===== src/rtl/ldc_pkg.sv =====
// Constants for the LED driver lock and misc control register group
// How it works
// Clear lock bit blocks clear register writes
// Config lock resets set, protects config registers
// Current lock resets set, protects current settings
// Duty lock resets set, protects duty registers
// Bit seven holds nonvolatile state, resets zero
// Reload bit copies memory, then self clears
// Channel field write starts a conversion
// Bit five picks internal or external PWM clock
// Shared duty bit makes channels follow first
// Bit one picks array or shadow readback
// Bit zero enables programming state, resets zero
// Reference and checksum masks gate error output
// Short and open masks gate error output
// Overtemp mask hides error, shutdown still happens
// Burn start works only in programming state
// Short diagnostic start bit self clears
// Hidden diagnostic start bit self clears
// Conversion done flag, cleared by result read
// Burn complete flag set when burning ends
// Locked write changes nothing anywhere
// Reserved bits read zero, ignore writes
package ldc_pkg;
    // Register indices; byte address is index times four
    localparam logic [7:0] IDX_CLEAR  = 8'h60;
    localparam logic [7:0] IDX_LOCK   = 8'h61;
    localparam logic [7:0] IDX_MISC6  = 8'h62;
    localparam logic [7:0] IDX_MISC7  = 8'h63;
    localparam logic [7:0] IDX_MASK   = 8'h64;
    localparam logic [7:0] IDX_GATE   = 8'h65;
    localparam logic [7:0] IDX_FLAGS  = 8'h71;
    localparam logic [7:0] IDX_RESULT = 8'h73;
    // Lock field positions
    localparam int LK_CLEAR = 3;
    localparam int LK_CONF  = 2;
    localparam int LK_CUR   = 1;
    localparam int LK_DUTY  = 0;
    localparam logic [3:0] LOCK_RST = 4'hF;
    // Control register fields
    localparam int M6_HOLD   = 7;
    localparam int M6_RELOAD = 6;
    localparam int M7_CLKSEL = 5;
    localparam int M7_SHARE  = 4;
    localparam int M7_RBSRC  = 1;
    localparam int M7_PROG   = 0;
    localparam int MK_REF    = 7;
    localparam int MK_CRC    = 6;
    localparam int MK_SHORT  = 5;
    localparam int MK_OPEN   = 4;
    localparam int MK_OT     = 3;
    localparam int MK_BURN   = 2;
    localparam int MK_SSD    = 1;
    localparam int MK_HID    = 0;
    localparam int FL_BURN   = 4;
    localparam int FL_CONV   = 2;
    localparam int CH_W      = 5;
    localparam int CLR_W     = 6;
endpackage


===== src/rtl/ldc_ctrl.sv =====
// APB register group: write locks, nonvolatile controls, fault masks, starts
//
// The APB register port is this design's own decision.
`timescale 1ns/1ps
module ldc_ctrl #(
    parameter int ADDR_W = 10          // Byte address width
) (
    input  wire logic              clk,
    input  wire logic              srst,
    input  wire logic              psel,
    input  wire logic              penable,
    input  wire logic              pwrite,
    input  wire logic [ADDR_W-1:0] paddr,
    input  wire logic [31:0]       pwdata,
    input  wire logic [3:0]        pstrb,
    output logic                   pready,
    output logic                   pslverr,
    output logic [31:0]            prdata,
    input  wire logic              reference_fault,
    input  wire logic              checksum_fault,
    input  wire logic              short_fault,
    input  wire logic              open_fault,
    input  wire logic              overtemp_fault,
    input  wire logic              conv_complete,
    input  wire logic [7:0]        conv_result,
    input  wire logic              burn_finished,
    output logic                   err_out,
    output logic                   err_oe,
    output logic                   overtemp_shutdown,
    output logic                   setting_wr_allow,
    output logic                   current_wr_allow,
    output logic                   duty_wr_allow,
    output logic                   hold_nvm_state,
    output logic                   nvm_reload_trigger,
    output logic [4:0]             converter_channel_sel,
    output logic                   conv_start,
    output logic                   pwm_clock_source_sel,
    output logic                   common_duty_enable,
    output logic                   nvm_readback_source_sel,
    output logic                   nvm_program_state_enable,
    output logic                   nvm_burn_start,
    output logic                   single_short_diag_start,
    output logic                   hidden_diag_start,
    output logic [5:0]             clear_cmd,
    output logic [7:0]             eeprom_gate_key
);

    // Byte addresses of the mapped words
    localparam logic [ADDR_W-1:0] A_CLEAR  = ADDR_W'({ldc_pkg::IDX_CLEAR, 2'b00});
    localparam logic [ADDR_W-1:0] A_LOCK   = ADDR_W'({ldc_pkg::IDX_LOCK, 2'b00});
    localparam logic [ADDR_W-1:0] A_MISC6  = ADDR_W'({ldc_pkg::IDX_MISC6, 2'b00});
    localparam logic [ADDR_W-1:0] A_MISC7  = ADDR_W'({ldc_pkg::IDX_MISC7, 2'b00});
    localparam logic [ADDR_W-1:0] A_MASK   = ADDR_W'({ldc_pkg::IDX_MASK, 2'b00});
    localparam logic [ADDR_W-1:0] A_GATE   = ADDR_W'({ldc_pkg::IDX_GATE, 2'b00});
    localparam logic [ADDR_W-1:0] A_FLAGS  = ADDR_W'({ldc_pkg::IDX_FLAGS, 2'b00});
    localparam logic [ADDR_W-1:0] A_RESULT = ADDR_W'({ldc_pkg::IDX_RESULT, 2'b00});

    // Whole state of the block
    typedef struct packed {
        logic [3:0]  lock;        // Write guards, clear/conf/current/duty
        logic        hold;        // Stay in nonvolatile state
        logic        reload;      // One-cycle reload pulse
        logic [4:0]  chan;        // Converter channel
        logic        conv_go;     // One-cycle conversion start
        logic        clk_sel;     // PWM clock source
        logic        share;       // Common duty
        logic        rb_src;      // Readback source
        logic        prog;        // Programming state
        logic [4:0]  fmask;       // Fault masks, ref..overtemp
        logic        burn;        // One-cycle burn start
        logic        ssd;         // One-cycle short diagnostic start
        logic        hid;         // One-cycle hidden diagnostic start
        logic [7:0]  gate;        // Gate key
        logic        conv_flag;   // Conversion done
        logic        burn_flag;   // Burn complete
        logic [5:0]  clr;         // One-cycle clear commands
        logic        err;         // Error pin drive
        logic        ot_sd;       // Overtemp shutdown
        logic [31:0] rdata;       // Read data
    } ldc_state_t;

    ldc_state_t st;               // Registered state
    ldc_state_t next_st;          // Next state

    logic       setup;            // APB setup phase
    logic       access;           // APB access phase, completes now
    logic       wr;               // Completing write with low lane
    logic       mapped;           // Address decodes
    logic       conf_ok;          // Config registers writable
    logic [7:0] wd;               // Low byte of write data
    logic [7:0] rd;               // Read value for decode

    // Bus phase decode
    always_comb begin
        setup   = psel && !penable;
        access  = psel && penable;
        wr      = access && pwrite && pstrb[0];
        wd      = pwdata[7:0];
        conf_ok = !st.lock[ldc_pkg::LK_CONF];
        mapped  = (paddr == A_CLEAR) || (paddr == A_LOCK) ||
                  (paddr == A_MISC6) || (paddr == A_MISC7) ||
                  (paddr == A_MASK) || (paddr == A_GATE) ||
                  (paddr == A_FLAGS) || (paddr == A_RESULT);
    end

    // Read multiplexer; unused bits stay zero
    always_comb begin
        rd = 8'h00;
        unique case (paddr)
            A_CLEAR:  rd = {2'b00, st.clr};
            A_LOCK:   rd = {4'h0, st.lock};
            A_MISC6:  rd = {st.hold, st.reload, 1'b0, st.chan};
            A_MISC7:  rd = {2'b00, st.clk_sel, st.share, 2'b00, st.rb_src, st.prog};
            A_MASK:   rd = {st.fmask, st.burn, st.ssd, st.hid};
            A_GATE:   rd = st.gate;
            A_FLAGS:  rd = {3'b000, st.burn_flag, 1'b0, st.conv_flag, 2'b00};
            A_RESULT: rd = conv_result;
            default:  rd = 8'h00;
        endcase
    end

    // Next-state logic
    always_comb begin
        next_st = st;
        // Pulses last one cycle
        next_st.reload  = 1'b0;
        next_st.conv_go = 1'b0;
        next_st.burn    = 1'b0;
        next_st.ssd     = 1'b0;
        next_st.hid     = 1'b0;
        next_st.clr     = '0;
        // Read data captured in setup so prdata is a flop
        if (setup) begin
            next_st.rdata = {24'h000000, rd};
        end
        if (wr) begin
            unique case (paddr)
                A_LOCK: begin
                    next_st.lock = wd[3:0];
                end
                A_CLEAR: begin
                    // Locked write is dropped whole
                    if (!st.lock[ldc_pkg::LK_CLEAR]) begin
                        next_st.clr = wd[ldc_pkg::CLR_W-1:0];
                    end
                end
                A_MISC6: begin
                    if (conf_ok) begin
                        next_st.hold    = wd[ldc_pkg::M6_HOLD];
                        next_st.reload  = wd[ldc_pkg::M6_RELOAD];
                        next_st.chan    = wd[ldc_pkg::CH_W-1:0];
                        next_st.conv_go = 1'b1;
                    end
                end
                A_MISC7: begin
                    if (conf_ok) begin
                        next_st.clk_sel = wd[ldc_pkg::M7_CLKSEL];
                        next_st.share   = wd[ldc_pkg::M7_SHARE];
                        next_st.rb_src  = wd[ldc_pkg::M7_RBSRC];
                        next_st.prog    = wd[ldc_pkg::M7_PROG];
                    end
                end
                A_MASK: begin
                    if (conf_ok) begin
                        next_st.fmask = wd[ldc_pkg::MK_REF:ldc_pkg::MK_OT];
                        // Burning only honoured in programming state
                        next_st.burn  = wd[ldc_pkg::MK_BURN] && st.prog;
                        next_st.ssd   = wd[ldc_pkg::MK_SSD];
                        next_st.hid   = wd[ldc_pkg::MK_HID];
                    end
                end
                A_GATE: begin
                    if (conf_ok) begin
                        next_st.gate = wd;
                    end
                end
                default: begin
                    next_st.lock = st.lock;
                end
            endcase
        end
        // Result read clears done flag; a new completion wins
        if (access && !pwrite && paddr == A_RESULT) begin
            next_st.conv_flag = 1'b0;
        end
        if (conv_complete) begin
            next_st.conv_flag = 1'b1;
        end
        // New burn clears complete flag; completion wins
        if (next_st.burn) begin
            next_st.burn_flag = 1'b0;
        end
        if (burn_finished) begin
            next_st.burn_flag = 1'b1;
        end
        // Masked faults stay off the error pin
        next_st.err = (reference_fault && !st.fmask[ldc_pkg::MK_REF - ldc_pkg::MK_OT]) ||
                      (checksum_fault && !st.fmask[ldc_pkg::MK_CRC - ldc_pkg::MK_OT]) ||
                      (short_fault && !st.fmask[ldc_pkg::MK_SHORT - ldc_pkg::MK_OT]) ||
                      (open_fault && !st.fmask[ldc_pkg::MK_OPEN - ldc_pkg::MK_OT]) ||
                      (overtemp_fault && !st.fmask[ldc_pkg::MK_OT - ldc_pkg::MK_OT]);
        // Shutdown ignores the mask
        next_st.ot_sd = overtemp_fault;
    end

    // State register
    always_ff @(posedge clk) begin
        if (srst) begin
            st      <= '0;
            st.lock <= ldc_pkg::LOCK_RST;
        end else begin
            st <= next_st;
        end
    end

    // Outputs; zero-wait slave, unmapped gives an error
    always_comb begin
        pready                   = 1'b1;
        pslverr                  = access && !mapped;
        prdata                   = st.rdata;
        err_out                  = 1'b0;
        err_oe                   = st.err;
        overtemp_shutdown        = st.ot_sd;
        setting_wr_allow         = !st.lock[ldc_pkg::LK_CONF];
        current_wr_allow         = !st.lock[ldc_pkg::LK_CUR];
        duty_wr_allow            = !st.lock[ldc_pkg::LK_DUTY];
        hold_nvm_state           = st.hold;
        nvm_reload_trigger       = st.reload;
        converter_channel_sel    = st.chan;
        conv_start               = st.conv_go;
        pwm_clock_source_sel     = st.clk_sel;
        common_duty_enable       = st.share;
        nvm_readback_source_sel  = st.rb_src;
        nvm_program_state_enable = st.prog;
        nvm_burn_start           = st.burn;
        single_short_diag_start  = st.ssd;
        hidden_diag_start        = st.hid;
        clear_cmd                = st.clr;
        eeprom_gate_key          = st.gate;
    end
endmodule


===== config.mk =====
export PLATFORM = sky130hd
export DESIGN_NAME = ldc_ctrl
export DESIGN_NICKNAME = d
export VERILOG_FILES = /design/src/rtl/ldc_pkg.sv /design/src/rtl/ldc_ctrl.sv
export SDC_FILE = /design/constraint.sdc
export NUM_CORES = 1
export LEC_CHECK = 0
export ABC_AREA = 1
export BUFFER_PORTS_ARGS = -buffer_cell sky130_fd_sc_hd__clkbuf_2
export CAP_MARGIN = 20
export CORE_ASPECT_RATIO = 0.9
export CORE_UTILIZATION = 47
export DETAILED_ROUTE_END_ITERATION = 10
export PLACE_DENSITY = 0.78
export SLEW_MARGIN = 20
export SYNTH_ARGS = -nofsm -noshare
export SYNTH_HDL_FRONTEND = slang
export SYNTH_SLANG_ARGS = --single-unit

===== constraint.sdc =====
create_clock -name clk -period 1.2 [get_ports clk]
set_input_delay 0.06 -clock clk [delete_from_list [all_inputs] [get_ports clk]]
set_output_delay 0.06 -clock clk [all_outputs]
set_load 0.05 [all_outputs]

==> results of run 1 <==
[path summary, 6_finish.rpt]
| path | end | cells after the start |
|---|---|---|
| setup reg to reg | st[53]$_SDFFE_PP0P_ | 8 |
| hold / removal | st[41]$_SDFFE_PP0P_ | 3 |
| hold reg to reg | prdata[4]$_SDFFE_PP0P_ | 2 |
| setup / recovery | st[53]$_SDFFE_PP0P_ | 8 |
[sequential cells by signal, indices dropped and copies added, names as in the netlist]
signal and cells:
st 11, eeprom_gate_key 8, prdata 8, clear_cmd 6, converter_channel_sel 5, common_duty_enable 1
conv_start 1, err_oe 1, hidden_diag_start 1, hold_nvm_state 1, nvm_burn_start 1, nvm_program_state_enable 1
nvm_readback_source_sel 1, nvm_reload_trigger 1, overtemp_shutdown 1, pwm_clock_source_sel 1, single_short_diag_start 1
[per-layer routing]
metal  vias up  track usage
met1      1341        0.322
met2       128        0.425
met3        19       0.0506
met4         0       0.0780
li1       1412            -
met5         -            0
[power groups by stage]
stage               registers, µW  logic (µW)  clock network [µW]
floorplan                    1720         387                   0
global placement             1710         508                   0
detailed placement           1710         515                   0
CTS                          1670         527                 960
global route                 1670         581                1050
finish                       1670         550                 950
[critical path, stage by stage, from the launching register on]
cell	delay, ns
dfxtp_2	0.35
clkinvlp_4	0.10
nand2_4	0.09
inv_2	0.05
buf_4	0.16
nand2_8	0.10
inv_8	0.05
o21ai_1	0.11
a21oi_1	0.06
[cell type report]
type                       instances  area [µm²]
inverter                          45         183
timing repair buffer             127         885
clock buffer                       6        72.6
clock inverter                     1        7.51
fill                             510        2080
multi-input combinational        270        1500
tap                               70        87.6
sequential                        50        1000
timing repair inverter             1        6.26
[stage by stage]
stage | std cells | cell area [µm²] | hold WS, ns
2_1_floorplan | 428 | 3080 | 0.133
3_3_place_gp | 556 | 3480 | 0.278
3_5_place_dp | 556 | 3480 | 0.294
4_1_cts | 566 | 3610 | 0.0108
5_1_grt | 570 | 3750 | 0.0179
6_report | 570 | 3750 | 0.00789
[synthesized netlist by cell type (2+ instances only)]
| cell type | count | share of area |
|---|---|---|
| a211oi_1 | 6 | 0.015 |
| a211oi_2 | 2 | 0.0086 |
| a21oi_1 | 24 | 0.041 |
| a21oi_2 | 3 | 0.0090 |
| buf_4 | 56 | 0.14 |
| buf_6 | 2 | 0.0077 |
| clkbuf_1 | 3 | 0.0039 |
| conb_1 | 2 | 0.0026 |
| dfxtp_1 | 50 | 0.34 |
| inv_1 | 36 | 0.046 |
| inv_2 | 7 | 0.0090 |
| nand2_1 | 67 | 0.086 |
| nand2_2 | 7 | 0.015 |
| nand3_1 | 35 | 0.060 |
| nand3_2 | 2 | 0.0069 |
| nand4_1 | 6 | 0.013 |
| nor2_1 | 48 | 0.062 |
| nor2_2 | 7 | 0.015 |
| nor2_4 | 6 | 0.023 |
| nor2_8 | 2 | 0.014 |
| nor3_1 | 2 | 0.0034 |
| o211ai_1 | 3 | 0.0077 |
| o21ai_0 | 7 | 0.012 |
| o21ai_1 | 10 | 0.017 |
[cells by family after synthesis]
kind of cell / count (synthesis)
and+or+nand+nor: 185
buffers and inverters: 108
other: 2
DFF: 50
AOI/OAI and AO/OA: 59
[what timing repair did]
action                                  4_1_cts  5_1_grt
setup buffers                                 0        3
hold buffers                                  2        0
pin swaps                                     0        3
hold endpoints to repair                      2        0
endpoints found under the setup margin        9       15
cloned                                        1        1
resized for setup                             7       26
==> flow_summary.ini, run 1 <==
[timing]
setup_viol = 0
skew_ns = 0.00529
max_freq_mhz = 851
hold_violations = 0
rsz0062_at_grt = yes
post-route-min-period_ns = 1.18
finalCritPeriodShare = 0.979
final.setup.tns_ns = 0
setup_ws_ns = 0.0249
finalMaxSlewViolations = 0

[yosys]
synth_top_family_by_area = simple AND/OR/NAND/NOR gates
async_flop_share = 0
synth_edf_count = 0
synthCells = 404
synthMuxAreaShare = 0
syn_avg_cell_area_um2 = 7.23
ys_warn_count = 0
synthAdderAreaFrac = 0
ys_seq_elements = 50
synth_ff_type = dfxtp_1
syn_area_um2 = 2920
synth-compound-area-share = 0.121
synth-xor-area-share = 0
ys_seq_area_frac = 0.343
synth-simple-area-share = 0.311
synth_cell_types = 35

[pwr]
p_int_uw = 2220
power_frac_clock = 0.300
power_uw = 3170
power_density_nw_per_um2 = 846
combPwrFrac = 0.174
seq_power_share = 0.527
p_leak_uw = 0.00190
net-switching-power_uw = 950
switching_share = 0.300
ir_worst_vdd_mv = 0.532

[cts]
tritoncts = done
cts_buffer_depth = 2
h-tree-depth = 2
clock-sinks = 50
clockRootBuffer = clkbuf_8
clk_pin_slew_ns = 0.09
clkLatencyLatePin_ns = 0.30
cts_made_buffers = 5

[detailed_routing]
first_pass_iters = 5
wl_per_cell_um = 14.5
vias = 2900
top_layer_used = met4
drtIter0Drc = 196
routed-wl-met3_um = 567
via_per_inst = 5.09
ant_nets = 0
drc_errors = 0
drt_wl_total_um = 8240
wl_met2_um = 3960
wl_met1_um = 3580

[global_route]
antenna_found_initial = 0
grt_usage = 0.252
grt_overflow = 0
grt_pass1_wl_um = 12900
grt_max_degree = 17
first_global_vias = 2688

[worst_setup_path]
regToRegStartpoint = st[72]$_SDFFE_PP1P_
crit_type = flop to flop
r2r_slack_ns = 0.02
path_max_fanout = 6
crit_required_ns = 1.39
crit_path_start = st[72]$_SDFFE_PP1P_
endpoint_kind = flop
worstPathArrival_ns = 1.37
startpoint_type = flop

[place]
post-place-ws_ns = -0.266
portBuffers = 81
hpwlAfterDp_um = 6450
gp_congestion = 1.01

[layout]
layout_common_cells = clkbuf_2, nand2_1, dfxtp_1
fin_util = 0.644
final_common_cell = clkbuf_2
antenna_cells = 0
nets = 566
final_layout_size_suffix_gt1_frac = 0.396
area_growth_pct = 28.3

[die]
die_y_um = 76.8
initial_core_util = 0.502
die_area_um2 = 6530
rows = 26
die_w_um = 85.1
core_um2 = 5820
io_pins = 135

[hold_path]
worstHoldPathType = input port to flop
min_from = conv_complete

[flow_run]
drv_cap = 0

[outcome]
status = complete, no violations
(Power assumes the default switching activity.)
==> inputs of run 2 (changes only) <==
clock period = 1.22 ns   (was 1.2 ns; I/O delays follow)
==> run 2 against run 1 <==
Effect of this change:
- highest routed layer unchanged
- largest cell class unchanged
- hold slack improved by 0.0012 ns
- clock-buffer cell count is 1 lower
- combinational power is 4.2% lower
- flip-flop and latch count unchanged
- critical endpoint is now setting_wr_allow
==> flow_summary.ini, run 2 (same netlist as run 1, synthesis figures left out) <==
[cts]
clkLatencyLatePin_ns = 0.32
clk_pin_slew_ns = 0.10
h-tree-depth = 2
cts_made_buffers = 5
tritoncts = done
clockRootBuffer = clkbuf_8
clock-sinks = 50
cts_buffer_depth = 2

[pwr]
power_density_nw_per_um2 = 870
power_uw = 3180
p_leak_uw = 0.00186
ir_worst_vdd_mv = 0.659

[worst_setup_path]
cp_common_cell = buf_4
slowest_delay_ns = 0.35
slowest_stage = dfxtp_2
path_cells = clkinvlp_4 -> buf_4 -> buf_4
crit_type = flop to output pin
cp_num_buf_inv = 3
crit_required_ns = 1.16
cp_top_family = buffers and inverters
worstPathArrival_ns = 1.11
startpoint_type = flop
endpoint_kind = output pin
path_max_fanout = 3

[place]
placed_cells = 554
post-place-ws_ns = -0.187
gp_congestion = 1.01
portBuffers = 81
hpwlAfterDp_um = 6480

[die]
die_area_um2 = 6530
die_y_um = 76.8
rows = 26
die_w_um = 85.1
core_um2 = 5820
initial_core_util = 0.502
io_pins = 135

[global_route]
antenna_found_initial = 0
first_global_vias = 2678
grt_overflow = 0
grt_max_degree = 18
grt_usage = 0.253
grt_pass1_wl_um = 12900

[detailed_routing]
wl_per_cell_um = 14.2
via_per_inst = 4.96
drc_errors = 0
drt_wl_total_um = 8080
first_pass_iters = 5
vias = 2826
drtIter0Drc = 163
ant_nets = 0

[layout]
area_growth_pct = 24.9
largest_reg_flops = 11
layout_common_cells = clkbuf_2, nand2_1, dfxtp_1
nets = 565
final_common_cell = clkbuf_2
top_register = st
fin_cells = 570
final_layout_size_suffix_gt1_frac = 0.386
n_fill_cell = 533
antenna_cells = 0

[timing]
final.setup.tns_ns = 0
skew_ns = 0.0153
setup_viol = 0
hold_violations = 0
max_freq_mhz = 855
setup_ws_ns = 0.0500
finalCritPeriodShare = 0.959
holdWs_ns = 0.00909
finalMaxSlewViolations = 0
rsz0062_at_grt = no
post-route-min-period_ns = 1.17

[hold_path]
worstHoldPathType = input port to flop

[outcome]
status = complete, no violations

[flow_run]
drv_cap = 0
[run 2: cell count changes in the layout (fill, tap and decap cells not counted), moves of 2 or more]
cell	change
o21ai_2	-2
dlygate4sd3_1	+3
buf_12	-3
buf_6	-2
inv_4	-2
o21ai_1	+2
buf_4	+2
[run 2: final timing paths]
path	start	endpoint	slack, ns	depth (start not counted)
worst max-delay path	st[72]$_SDFFE_PP1P_	setting_wr_allow	0.05	3
worst min-delay path	pwdata[3]	st[73]$_SDFFE_PP1P_	0.009	3
worst max register to register	st[72]$_SDFFE_PP1P_	prdata[2]$_SDFFE_PP0P_	0.07	7
worst min register to register	prdata[6]$_SDFFE_PP0P_	prdata[6]$_SDFFE_PP0P_	0.47	2
[run 2: through the flow]
stage	area, µm²	util
after floorplan	3080	-
after detailed placement	3430	0.588
after CTS	3580	0.615
final	3650	0.627
after global routing	3650	0.627
after global placement	3430	0.588
[run 2: final cells by class]
type                       count  area, µm²  area share
sequential                    50       1000       0.275
tap                           70       87.6      0.0240
multi-input combinational    270       1450       0.397
timing repair buffer         127        840       0.230
clock buffer                   5       68.8      0.0189
inverter                      45        178      0.0487
clock inverter                 3       23.8     0.00652
[run 2: worst reg2reg max path: stages (launching register included)]
cell and delay (ns):
dfxtp_2 0.35, clkinvlp_4 0.10, buf_4 0.15, nor2_1 0.12, nor2_1 0.06, nand2_1 0.09, nand2_1 0.07, a21oi_1 0.12
[run 2: metal layers]
layer	track usage	up-vias	wire length [µm]
li1	-	1409	-
met5	0	-	0
met4	0.0542	0	61
met2	0.428	135	3830
met1	0.324	1274	3470
met3	0.0624	8	722
[run 2: report_power, final]
part / switching, µW / total [µW] / internal (µW)
Sequential: 3.66 / 1640 / 1640
Combinational: 382 / 527 / 144
Clock: 595 / 1010 / 411
[run 2: what timing repair did]
item	4_1_cts	5_1_grt
hold endpoints to repair	5	0
cloned	0	1
pin swaps	0	1
endpoints found under the setup margin	3	7
resized for setup	4	10
setup buffers	0	2
hold buffers	5	0
